===== config.mk =====
export PLATFORM = sky130hd
export DESIGN_NAME = sleep_rtc_ctl
export DESIGN_NICKNAME = d
export VERILOG_FILES = /design/src/common/sleep_ctl_pkg.sv /design/src/rtl/sleep_rtc_ctl.sv
export SDC_FILE = /design/constraint.sdc
export NUM_CORES = 2
export LEC_CHECK = 0
export BUFFER_PORTS_ARGS = -buffer_cell sky130_fd_sc_hd__buf_2
export CORE_ASPECT_RATIO = 0.7
export CORE_MARGIN = 2
export CORE_UTILIZATION = 40
export DETAILED_ROUTE_END_ITERATION = 6
export PLACE_DENSITY_LB_ADDON = 0.3
export SLEW_MARGIN = 40
export SYNTH_ARGS = -nofsm -noshare
export SYNTH_HDL_FRONTEND = slang
export SYNTH_SLANG_ARGS = --single-unit

===== constraint.sdc =====
create_clock -name SYS_CLK -period 4.5 [get_ports SYS_CLK]
set_input_delay 1.125 -clock SYS_CLK [delete_from_list [all_inputs] [get_ports SYS_CLK]]
set_output_delay 1.125 -clock SYS_CLK [all_outputs]
set_load 0.05 [all_outputs]

===== src/common/sleep_ctl_pkg.sv =====
// Package: register map, control fields and timing constants for the sleep/RTC block
package sleep_ctl_pkg;
    localparam logic [11:0] OFF_COUNTER = 12'h000;
    localparam logic [11:0] OFF_MATCH_ZERO = 12'h004;
    localparam logic [11:0] OFF_MATCH_ONE = 12'h008;
    localparam logic [11:0] OFF_LOAD = 12'h00c;
    localparam logic [11:0] OFF_CONTROL = 12'h010;
    localparam logic [11:0] OFF_MASK = 12'h014;
    localparam logic [11:0] OFF_RAW = 12'h018;
    localparam logic [11:0] OFF_MASKED = 12'h01c;
    localparam logic [11:0] OFF_CLEAR = 12'h020;
    localparam logic [11:0] OFF_TRIM = 12'h024;
    localparam logic [11:0] OFF_MEM_LO = 12'h030;
    localparam logic [11:0] OFF_MEM_HI = 12'h12c;
    localparam int MEM_WORDS = 64;
    // Control fields
    localparam int CTL_COUNTER_ENABLE = 0;
    localparam int CTL_SLEEP_REQUEST = 1;
    localparam int CTL_REFERENCE_SELECT = 2;
    localparam int CTL_MATCH_WAKE_ENABLE = 3;
    localparam int CTL_PIN_WAKE_ENABLE = 4;
    localparam int CTL_LOW_BATTERY_DETECT_ENABLE = 5;
    localparam int CTL_REFERENCE_CLOCK_ENABLE = 6;
    localparam int CTL_LOW_BATTERY_ABORT = 7;
    // Event bits (mask, raw, masked, clear)
    localparam int EV_MATCH_ZERO = 0;
    localparam int EV_MATCH_ONE = 1;
    localparam int EV_LOW_BATTERY = 2;
    localparam int EV_WAKE_PIN = 3;
    localparam int EV_BITS = 4;
    // Reset values, divide constants and bus response codes
    localparam logic [31:0] RST_MATCH = 32'hffffffff;
    localparam logic [31:0] RST_LOAD = 32'hffffffff;
    localparam logic [7:0] RST_CONTROL = 8'h00;
    localparam logic [14:0] RST_TRIM = 15'h7fff;
    localparam logic [14:0] NOMINAL_DIVIDE = 15'h7fff;
    localparam logic [5:0] TRIM_PERIOD_LAST = 6'h3f;
    localparam logic [6:0] CRYSTAL_DIVIDE_LAST = 7'h7f;
    localparam logic [1:0] RESP_OKAY = 2'h0;
    localparam logic [1:0] RESP_SLVERR = 2'h2;
endpackage


===== src/rtl/sleep_rtc_ctl.sv =====
// Sleep controller with seconds counter, match compare, retained memory and AXI4-Lite slave
//
// Local design decision: the AXI4-Lite interface to the registers.
`timescale 1ns/10ps
`default_nettype none
module sleep_rtc_ctl
    import sleep_ctl_pkg::*;
(
    input wire logic SYS_CLK,
    input wire logic RST_N,
    input wire logic CLK_EN,
    input wire logic REF_CLK_IN,
    input wire logic WAKE_N,
    input wire logic LOW_BATTERY,
    input wire logic [11:0] S_AXI_AWADDR,
    input wire logic S_AXI_AWVALID,
    output logic S_AXI_AWREADY,
    input wire logic [31:0] S_AXI_WDATA,
    input wire logic [3:0] S_AXI_WSTRB,
    input wire logic S_AXI_WVALID,
    output logic S_AXI_WREADY,
    output logic [1:0] S_AXI_BRESP,
    output logic S_AXI_BVALID,
    input wire logic S_AXI_BREADY,
    input wire logic [11:0] S_AXI_ARADDR,
    input wire logic S_AXI_ARVALID,
    output logic S_AXI_ARREADY,
    output logic [31:0] S_AXI_RDATA,
    output logic [1:0] S_AXI_RRESP,
    output logic S_AXI_RVALID,
    input wire logic S_AXI_RREADY,
    output logic REGULATOR_OFF_N,
    output logic WAKE_RESET,
    output logic IRQ
);

    ////////////////////////////////////////////////////////////////////////////
    // Pin synchronisers
    logic [2:0] sync1_r;
    logic [2:0] sync2_r;
    logic [2:0] sync1_nxt;
    logic [2:0] sync2_nxt;
    logic ref_prev_r;
    logic ref_prev_nxt;

    always_comb
    begin
        sync1_nxt = {LOW_BATTERY, ~WAKE_N, REF_CLK_IN};
        sync2_nxt = sync1_r;
        ref_prev_nxt = sync2_r[0];
    end

    always_ff @(posedge SYS_CLK)
    begin
        if (CLK_EN)
        begin
            sync1_r <= sync1_nxt;
            sync2_r <= sync2_nxt;
            ref_prev_r <= ref_prev_nxt;
        end
    end

    logic ref_rise;
    logic wake_pin;
    logic low_batt;
    assign ref_rise = sync2_r[0] & ~ref_prev_r;
    assign wake_pin = sync2_r[1];
    assign low_batt = sync2_r[2];

    ////////////////////////////////////////////////////////////////////////////
    // Registers and state
    logic [31:0] counter_r, counter_nxt;
    logic [31:0] match_zero_r, match_zero_nxt;
    logic [31:0] match_one_r, match_one_nxt;
    logic [31:0] load_r, load_nxt;
    logic [7:0] control_r, control_nxt;
    logic [EV_BITS-1:0] mask_r, mask_nxt;
    logic [EV_BITS-1:0] raw_r, raw_nxt;
    logic [14:0] trim_r, trim_nxt;
    logic [14:0] prediv_r, prediv_nxt;
    logic [5:0] second_idx_r, second_idx_nxt;
    logic [6:0] xtal_div_r, xtal_div_nxt;
    logic regulator_off_n_r, regulator_off_n_nxt;
    logic wake_reset_r, wake_reset_nxt;
    logic irq_r, irq_nxt;
    logic [31:0] mem_r [MEM_WORDS];

    // Retained state ignores system reset while the counter or pin wake is armed
    logic hold_state;
    assign hold_state = control_r[CTL_COUNTER_ENABLE] | control_r[CTL_PIN_WAKE_ENABLE];
    logic do_reset;
    assign do_reset = ~RST_N & ~hold_state;

    ////////////////////////////////////////////////////////////////////////////
    // AXI4-Lite slave
    logic [11:0] awaddr_r, awaddr_nxt;
    logic [31:0] wdata_r, wdata_nxt;
    logic [3:0] wstrb_r, wstrb_nxt;
    logic aw_have_r, aw_have_nxt;
    logic w_have_r, w_have_nxt;
    logic bvalid_r, bvalid_nxt;
    logic [1:0] bresp_r, bresp_nxt;
    logic rvalid_r, rvalid_nxt;
    logic [1:0] rresp_r, rresp_nxt;
    logic [31:0] rdata_r, rdata_nxt;
    logic arready_r, arready_nxt;
    logic awready_r, awready_nxt;
    logic wready_r, wready_nxt;

    logic wr_go;
    logic [31:0] wr_val;
    logic wr_ok;
    logic [5:0] mem_widx;
    logic [5:0] mem_ridx;
    logic wr_mem;
    logic [31:0] rd_val;
    logic rd_ok;

    assign wr_go = aw_have_r & w_have_r & ~bvalid_r;
    assign mem_widx = awaddr_r[7:2] - 6'h0c;
    assign mem_ridx = S_AXI_ARADDR[7:2] - 6'h0c;
    assign wr_mem = wr_go & (awaddr_r >= OFF_MEM_LO) & (awaddr_r <= OFF_MEM_HI);

    function automatic logic [31:0] merge(input logic [31:0] old, input logic [31:0] d,
                                          input logic [3:0] s);
        logic [31:0] r;
        for (int i = 0; i < 4; i++)
        begin
            r[i*8 +: 8] = s[i] ? d[i*8 +: 8] : old[i*8 +: 8];
        end
        return r;
    endfunction

    // Strobed merges of the narrow registers, cut to width where used
    logic [31:0] ctl_wr;
    logic [31:0] mask_wr;
    logic [31:0] trim_wr;
    assign ctl_wr = merge({24'h000000, control_r}, wdata_r, wstrb_r);
    assign mask_wr = merge({28'h0000000, mask_r}, wdata_r, wstrb_r);
    assign trim_wr = merge({17'h00000, trim_r}, wdata_r, wstrb_r);

    always_comb
    begin
        wr_val = merge(32'h00000000, wdata_r, wstrb_r);
        wr_ok = 1'b1;
        unique case (awaddr_r)
            OFF_MATCH_ZERO, OFF_MATCH_ONE, OFF_LOAD, OFF_CONTROL, OFF_MASK, OFF_CLEAR,
            OFF_TRIM, OFF_COUNTER, OFF_RAW, OFF_MASKED: wr_ok = 1'b1;
            default: wr_ok = wr_mem;
        endcase
        // Unaligned addresses are refused too
        if (awaddr_r[1:0] != 2'h0)
        begin
            wr_ok = 1'b0;
        end
    end

    always_comb
    begin
        rd_val = 32'h00000000;
        rd_ok = 1'b1;
        unique case (S_AXI_ARADDR)
            OFF_COUNTER: rd_val = counter_r;
            OFF_MATCH_ZERO: rd_val = match_zero_r;
            OFF_MATCH_ONE: rd_val = match_one_r;
            OFF_LOAD: rd_val = load_r;
            OFF_CONTROL: rd_val = {24'h000000, control_r};
            OFF_MASK: rd_val = {28'h0000000, mask_r};
            OFF_RAW: rd_val = {28'h0000000, raw_r};
            OFF_MASKED: rd_val = {28'h0000000, raw_r & mask_r};
            OFF_CLEAR: rd_val = 32'h00000000;
            OFF_TRIM: rd_val = {17'h00000, trim_r};
            default:
            begin
                if ((S_AXI_ARADDR >= OFF_MEM_LO) && (S_AXI_ARADDR <= OFF_MEM_HI))
                begin
                    rd_val = mem_r[mem_ridx];
                end
                else
                begin
                    rd_ok = 1'b0;
                end
            end
        endcase
        if (S_AXI_ARADDR[1:0] != 2'h0)
        begin
            rd_ok = 1'b0;
            rd_val = 32'h00000000;
        end
    end

    always_comb
    begin
        awaddr_nxt = awaddr_r;
        wdata_nxt = wdata_r;
        wstrb_nxt = wstrb_r;
        aw_have_nxt = aw_have_r;
        w_have_nxt = w_have_r;
        bvalid_nxt = bvalid_r;
        bresp_nxt = bresp_r;
        rvalid_nxt = rvalid_r;
        rresp_nxt = rresp_r;
        rdata_nxt = rdata_r;
        arready_nxt = 1'b0;
        if (S_AXI_AWVALID && !aw_have_r)
        begin
            awaddr_nxt = S_AXI_AWADDR;
            aw_have_nxt = 1'b1;
        end
        if (S_AXI_WVALID && !w_have_r)
        begin
            wdata_nxt = S_AXI_WDATA;
            wstrb_nxt = S_AXI_WSTRB;
            w_have_nxt = 1'b1;
        end
        if (wr_go)
        begin
            aw_have_nxt = 1'b0;
            w_have_nxt = 1'b0;
            bvalid_nxt = 1'b1;
            bresp_nxt = wr_ok ? RESP_OKAY : RESP_SLVERR;
        end
        if (bvalid_r && S_AXI_BREADY)
        begin
            bvalid_nxt = 1'b0;
        end
        if (S_AXI_ARVALID && !rvalid_r && !arready_r)
        begin
            arready_nxt = 1'b1;
            rvalid_nxt = 1'b1;
            rdata_nxt = rd_val;
            rresp_nxt = rd_ok ? RESP_OKAY : RESP_SLVERR;
        end
        if (rvalid_r && S_AXI_RREADY)
        begin
            rvalid_nxt = 1'b0;
        end
        // Ready lines come from flops, so they follow the next held flags
        awready_nxt = ~aw_have_nxt;
        wready_nxt = ~w_have_nxt;
    end

    always_ff @(posedge SYS_CLK)
    begin
        if (!RST_N)
        begin
            aw_have_r <= 1'b0;
            w_have_r <= 1'b0;
            bvalid_r <= 1'b0;
            bresp_r <= RESP_OKAY;
            rvalid_r <= 1'b0;
            rresp_r <= RESP_OKAY;
            rdata_r <= 32'h00000000;
            arready_r <= 1'b0;
            awready_r <= 1'b1;
            wready_r <= 1'b1;
            awaddr_r <= 12'h000;
            wdata_r <= 32'h00000000;
            wstrb_r <= 4'h0;
        end
        else if (CLK_EN)
        begin
            aw_have_r <= aw_have_nxt;
            w_have_r <= w_have_nxt;
            bvalid_r <= bvalid_nxt;
            bresp_r <= bresp_nxt;
            rvalid_r <= rvalid_nxt;
            rresp_r <= rresp_nxt;
            rdata_r <= rdata_nxt;
            arready_r <= arready_nxt;
            awready_r <= awready_nxt;
            wready_r <= wready_nxt;
            awaddr_r <= awaddr_nxt;
            wdata_r <= wdata_nxt;
            wstrb_r <= wstrb_nxt;
        end
    end

    ////////////////////////////////////////////////////////////////////////////
    // Reference tick, predivider and counter
    logic ref_tick;
    logic second_pulse;
    logic match_zero_hit;
    logic match_one_hit;
    logic wake_event;
    logic [EV_BITS-1:0] set_ev;
    logic [EV_BITS-1:0] clr_ev;
    logic sleeping;

    always_comb
    begin
        xtal_div_nxt = xtal_div_r;
        ref_tick = 1'b0;
        if (control_r[CTL_REFERENCE_CLOCK_ENABLE] && ref_rise)
        begin
            if (control_r[CTL_REFERENCE_SELECT])
            begin
                ref_tick = 1'b1;
            end
            else
            begin
                // Crystal edges divided by 128; the system clock must outrun them
                xtal_div_nxt = xtal_div_r + 7'h01;
                ref_tick = (xtal_div_r == CRYSTAL_DIVIDE_LAST);
            end
        end
    end

    always_comb
    begin
        prediv_nxt = prediv_r;
        second_idx_nxt = second_idx_r;
        second_pulse = 1'b0;
        if (control_r[CTL_COUNTER_ENABLE] && ref_tick)
        begin
            if (prediv_r == 15'h0000)
            begin
                second_pulse = 1'b1;
                second_idx_nxt = second_idx_r + 6'h01;
                // Trimmed count once in 64 seconds, nominal otherwise
                prediv_nxt = NOMINAL_DIVIDE;
                if (second_idx_nxt == TRIM_PERIOD_LAST)
                begin
                    // Larger trim gives a longer second, smaller a shorter one
                    prediv_nxt = trim_r;
                end
            end
            else
            begin
                prediv_nxt = prediv_r - 15'h0001;
            end
        end
    end

    assign match_zero_hit = control_r[CTL_COUNTER_ENABLE]
        && (counter_r == match_zero_r);
    assign match_one_hit = control_r[CTL_COUNTER_ENABLE]
        && (counter_r == match_one_r);
    assign sleeping = ~regulator_off_n_r;

    always_comb
    begin
        counter_nxt = counter_r;
        match_zero_nxt = match_zero_r;
        match_one_nxt = match_one_r;
        load_nxt = load_r;
        control_nxt = control_r;
        mask_nxt = mask_r;
        trim_nxt = trim_r;
        clr_ev = '0;
        // Counting carries on through sleep; no power gating is modelled here
        if (second_pulse)
        begin
            counter_nxt = counter_r + 32'h00000001;
        end
        if (wr_go && wr_ok)
        begin
            unique case (awaddr_r)
                OFF_MATCH_ZERO: match_zero_nxt = merge(match_zero_r, wdata_r, wstrb_r);
                OFF_MATCH_ONE: match_one_nxt = merge(match_one_r, wdata_r, wstrb_r);
                OFF_LOAD:
                begin
                    load_nxt = merge(load_r, wdata_r, wstrb_r);
                    counter_nxt = load_nxt;
                end
                OFF_CONTROL: control_nxt = ctl_wr[7:0];
                OFF_MASK: mask_nxt = mask_wr[EV_BITS-1:0];
                OFF_CLEAR: clr_ev = wr_val[EV_BITS-1:0];
                OFF_TRIM: trim_nxt = trim_wr[14:0];
                default: clr_ev = '0;
            endcase
        end
        // Request bit is a one-shot command
        if (control_r[CTL_SLEEP_REQUEST])
        begin
            control_nxt[CTL_SLEEP_REQUEST] = 1'b0;
        end
    end

    always_comb
    begin
        set_ev = '0;
        set_ev[EV_MATCH_ZERO] = match_zero_hit;
        set_ev[EV_MATCH_ONE] = match_one_hit;
        // Battery is not judged in sleep, when the main supply is off
        set_ev[EV_LOW_BATTERY] = control_r[CTL_LOW_BATTERY_DETECT_ENABLE]
            & low_batt & ~sleeping;
        set_ev[EV_WAKE_PIN] = wake_pin;
        // A new event outranks a clear in the same cycle
        raw_nxt = (raw_r & ~clr_ev) | set_ev;
        irq_nxt = |(raw_nxt & mask_r);
    end

    ////////////////////////////////////////////////////////////////////////////
    // Sleep sequence
    always_comb
    begin
        wake_event = (control_r[CTL_PIN_WAKE_ENABLE] & wake_pin)
            | (control_r[CTL_MATCH_WAKE_ENABLE] & (match_zero_hit | match_one_hit));
        regulator_off_n_nxt = regulator_off_n_r;
        wake_reset_nxt = 1'b0;
        if (sleeping)
        begin
            if (wake_event)
            begin
                regulator_off_n_nxt = 1'b1;
                wake_reset_nxt = 1'b1;
            end
        end
        else if (control_r[CTL_SLEEP_REQUEST]
                 && (control_r[CTL_PIN_WAKE_ENABLE] || control_r[CTL_MATCH_WAKE_ENABLE])
                 && !(control_r[CTL_LOW_BATTERY_ABORT] && control_r[CTL_LOW_BATTERY_DETECT_ENABLE]
                      && low_batt))
        begin
            regulator_off_n_nxt = 1'b0;
        end
    end

    always_ff @(posedge SYS_CLK)
    begin
        // Unknown control at power-up lands in the reset branch, as a cold start
        if (!do_reset)
        begin
            if (CLK_EN)
            begin
                counter_r <= counter_nxt;
                match_zero_r <= match_zero_nxt;
                match_one_r <= match_one_nxt;
                load_r <= load_nxt;
                control_r <= control_nxt;
                mask_r <= mask_nxt;
                raw_r <= raw_nxt;
                trim_r <= trim_nxt;
                prediv_r <= prediv_nxt;
                second_idx_r <= second_idx_nxt;
                xtal_div_r <= xtal_div_nxt;
                regulator_off_n_r <= regulator_off_n_nxt;
                wake_reset_r <= wake_reset_nxt;
                irq_r <= irq_nxt;
            end
        end
        else
        begin
            counter_r <= 32'h00000000;
            match_zero_r <= RST_MATCH;
            match_one_r <= RST_MATCH;
            load_r <= RST_LOAD;
            control_r <= RST_CONTROL;
            mask_r <= '0;
            raw_r <= '0;
            trim_r <= RST_TRIM;
            prediv_r <= RST_TRIM;
            second_idx_r <= 6'h00;
            xtal_div_r <= 7'h00;
            regulator_off_n_r <= 1'b1;
            wake_reset_r <= 1'b0;
            irq_r <= 1'b0;
        end
    end

    // Retained memory has no reset so contents survive any reset
    always_ff @(posedge SYS_CLK)
    begin
        if (CLK_EN && wr_mem && wr_ok)
        begin
            mem_r[mem_widx] <= merge(mem_r[mem_widx], wdata_r, wstrb_r);
        end
    end

    assign S_AXI_AWREADY = awready_r;
    assign S_AXI_WREADY = wready_r;
    assign S_AXI_BVALID = bvalid_r;
    assign S_AXI_BRESP = bresp_r;
    assign S_AXI_ARREADY = arready_r;
    assign S_AXI_RVALID = rvalid_r;
    assign S_AXI_RDATA = rdata_r;
    assign S_AXI_RRESP = rresp_r;
    assign REGULATOR_OFF_N = regulator_off_n_r;
    assign WAKE_RESET = wake_reset_r;
    assign IRQ = irq_r;

endmodule
`default_nettype wire


==> flow_summary_export.csv <==
group,metric,value,unit
power,leakagePower,37.7,nW
synthesis,async_flop_share,0,
sta,rsz0062_at_grt,"no",
synthesis,syn_inst,5302,
sta,slew_viol_final,0,
die,num_rows,148,
synthesis,ys_types,91,
synthesis,ys_warn_count,0,
critical_path,critPathKind,"register to register",
synthesis,netlist_area,0.0932,mm2
sta,worst_pin_slew,0.986,ns
worst_hold_path,min_to,"sync2_r[1]$_DFFE_PP_",
drt,routed_wl,294,mm
power,total_power,0.0446,W
synthesis,seq_area_frac_synth,0.722,
placement,placed_cells_incl_taps,8685,
drt,drt_iter0_drc,9481,
cts,tritoncts,"yes",
critical_path,endpoint_kind,"register",
worst_hold_path,hold_class,"register to register",
critical_path,crit_start,"awaddr_r[4]$_SDFFE_PN0P_",
synthesis,yosysTopAreaCell,"edfxtp_1",
cts,cts_buffers,215,
die,ios,115,
die,die_y,408,um
synthesis,synth_top_area_frac,0.662,
critical_path,r2r-end,"mem_r[23][5]$_DFFE_PP_",
critical_path,reg2reg_setup_slack,0.74,ns
cts,htreeDepth,4,
global_routing,overflow,0,
cells_and_area,area_growth_syn_to_layout,15.6,%
cts,cts_setup_buffers,0,
cts,clkTransAtPathRegs,0.07,ns
sta,max_slew_margin,0.341,
die,coreArea,0.232,mm2
sta,setup_viol,0,
sta,hold_viol_final,0,
placement,portBuffers,112,
global_routing,track_usage,0.244,
sta,fin_crit_sh,0.837,
critical_path,worstPathArrival,4.30,ns
drt,drc,40,
drt,first_pass_iters,7,
sta,fin_crit,3.76,ns
cells_and_area,final_cells,9088,
sta,fin_setup_tns,0,ns
drt,vias_per_cell,6.08,
global_routing,antenna_found_initial,29,
global_routing,grt_max_degree,71,
cells_and_area,fin_area,0.108,mm2
cells_and_area,drive_gt1_frac,0.269,
cts,ctsHoldBuffers,0,
run,maxCapViolCount,0,
cts,clk_path_buf_depth,4,
placement,gp_congestion,0.996,
critical_path,crit_fanout,64,
sta,timing.fmax,0.266,GHz
synthesis,synth_enable_flop_cells,2055,
drt,drtAntennaViolNets,0,
synthesis,ys_seq_elements,2334,
cells_and_area,layout_common_cells,"edfxtp_1, mux4_2, nand2_1, buf_4, nor2_1",
cells_and_area,fin_nets,5915,
run_status,status,"finished, violations left",
worst_hold_path,hold_start,"sync1_r[1]$_DFFE_PP_",
critical_path,required,5.04,ns
worst_hold_path,min_path_cells,0,
synthesis,synth-main-ff-cell,"edfxtp_1",
die,die_w,581,um
power,pwr_density_cell,414,mW/mm2
critical_path,startpoint_type,"register",
placement,place_ws,0.215,ns
drt,route.vias.total,55300,
cts,cts_resized,0,
sta,worst_slack,0.735,ns
global_routing,grt_pass1_wl,410,mm
global_routing,grt_pass1_vias,52000,
cts,root_buffer,"clkbuf_16",
cts,clkLatencyLatePin,0.89,ns
critical_path,r2r.worst_path.cells,11,
drt,wl_per_cell,32.4,um
cells_and_area,mostFrequentLayoutCell,"edfxtp_1",
die,die-area,0.237,mm2
placement,dp.final_hpwl,200,mm
synthesis,post_synth.cell_area_avg,17.6,um2
run_status,violations,"DRC",
critical_path,r2r-start,"awaddr_r[4]$_SDFFE_PN0P_",
sta,clock_skew,0.0541,ns
power,irDropWorstVdd,0.339,mV
synthesis,synthTopCellsByArea,"edfxtp_1, mux4_2, dfxtp_1",
placement,place_area,0.101,mm2
die,start_util,0.401,
cts,cts.sink_count,2334,
cell families after synthesis:
family                   after synthesis  synth area share
AND/OR/NAND/NOR                     1229            0.0583
flip-flops                          2334             0.722
other                                  1         0.0000403
adder cells (fa/ha/maj)               13           0.00175
XOR/XNOR                              88           0.00827
AO/OA/AOI/OAI                        617            0.0448
buffers and inverters                351            0.0174
multiplexers                         669             0.147
worst max-delay path, stage by stage (launching register included):
cell and delay [ns]:
dfxtp_1 0.58, inv_1 0.23, ha_1 0.41, o2111a_1 0.19
a2111oi_0 0.45, o2111ai_1 0.20, nor2_1 0.14, buf_4 0.19
nand2_2 0.06, buf_4 0.33, nor2_1 0.28, buf_4 0.24
power breakdown:
part	internal, W	switching [W]
sequential	0.0235	0.0000683
combinational	0.000851	0.00164
clock	0.0104	0.00808
layout make-up:
| cell class | instances | area [um2] |
|---|---|---|
| diodes | 10 | 25.0 |
| clock buffers | 272 | 5780 |
| clock inverters | 117 | 1190 |
| fillers | 19500 | 124000 |
| inverters | 29 | 110 |
| multi-input cells | 2618 | 24400 |
| flip-flops and latches | 2334 | 67300 |
| well taps | 3075 | 3850 |
| repair buffers | 633 | 4990 |
through the flow:
| stage | util | hold WS, ns |
|---|---|---|
| 3_3_place_gp | 0.433 | 0.401 |
| 4_1_cts | 0.464 | 0.393 |
| 6_report | 0.464 | 0.423 |
| 2_1_floorplan | - | 0.400 |
| 5_1_grt | 0.464 | 0.419 |
| 3_5_place_dp | 0.434 | 0.405 |
per-layer routing:
layer	wire [um]	part of all wire	vias to the layer above	track usage
li1	-	-	22300	-
met1	124000	0.42	28800	0.370
met2	119000	0.40	3608	0.327
met3	42300	0.14	485	0.0878
met4	8930	0.030	24	0.0694
met5	323	0.0011	-	0.00562
how the worst max path moves through the flow:
stage                                        end  slack (ns)  cells after the start
floorplan           S_AXI_RDATA[12]$_SDFFE_PN0P_        0.03                     14
global placement    S_AXI_RDATA[17]$_SDFFE_PN0P_        0.29                      8
detailed placement  S_AXI_RDATA[30]$_SDFFE_PN0P_        0.21                      9
CTS                       mem_r[23][4]$_DFFE_PP_        0.75                     11
global route              mem_r[23][4]$_DFFE_PP_        0.58                     11
finish                    mem_r[23][5]$_DFFE_PP_        0.74                     11
cell usage after synthesis, types with 13 or more instances:
master,instances
xnor2_1,15
o221ai_1,14
mux4_2,558
a311oi_1,13
ha_1,13
and3_1,19
xor2_1,73
a211oi_1,16
and2_1,19
a31oi_1,22
o22ai_1,28
nand4_1,28
mux2i_1,95
nor2_1,379
buf_2,57
dfxtp_1,279
a221oi_1,40
nand3_1,119
mux2_2,16
a22oi_1,80
buf_1,26
edfxtp_1,2055
clkbuf_1,194
nor3_1,53
a21oi_1,150
a22o_1,49
buf_4,37
inv_1,25
or3_1,14
o21ai_0,98
o211ai_1,41
nand2_1,506
nor4_1,26
registers in the layout (all words and copies together), names as in the netlist, 6 cells and up:
signal	flops
match_one_r	32
mem_r	2048
trim_r	15
load_r	32
wdata_r	32
S_AXI_RDATA	32
match_zero_r	32
control_r	8
counter_r	32
prediv_r	15
second_idx_r	6
xtal_div_r	7
awaddr_r	12
(Power assumes the default switching activity.)
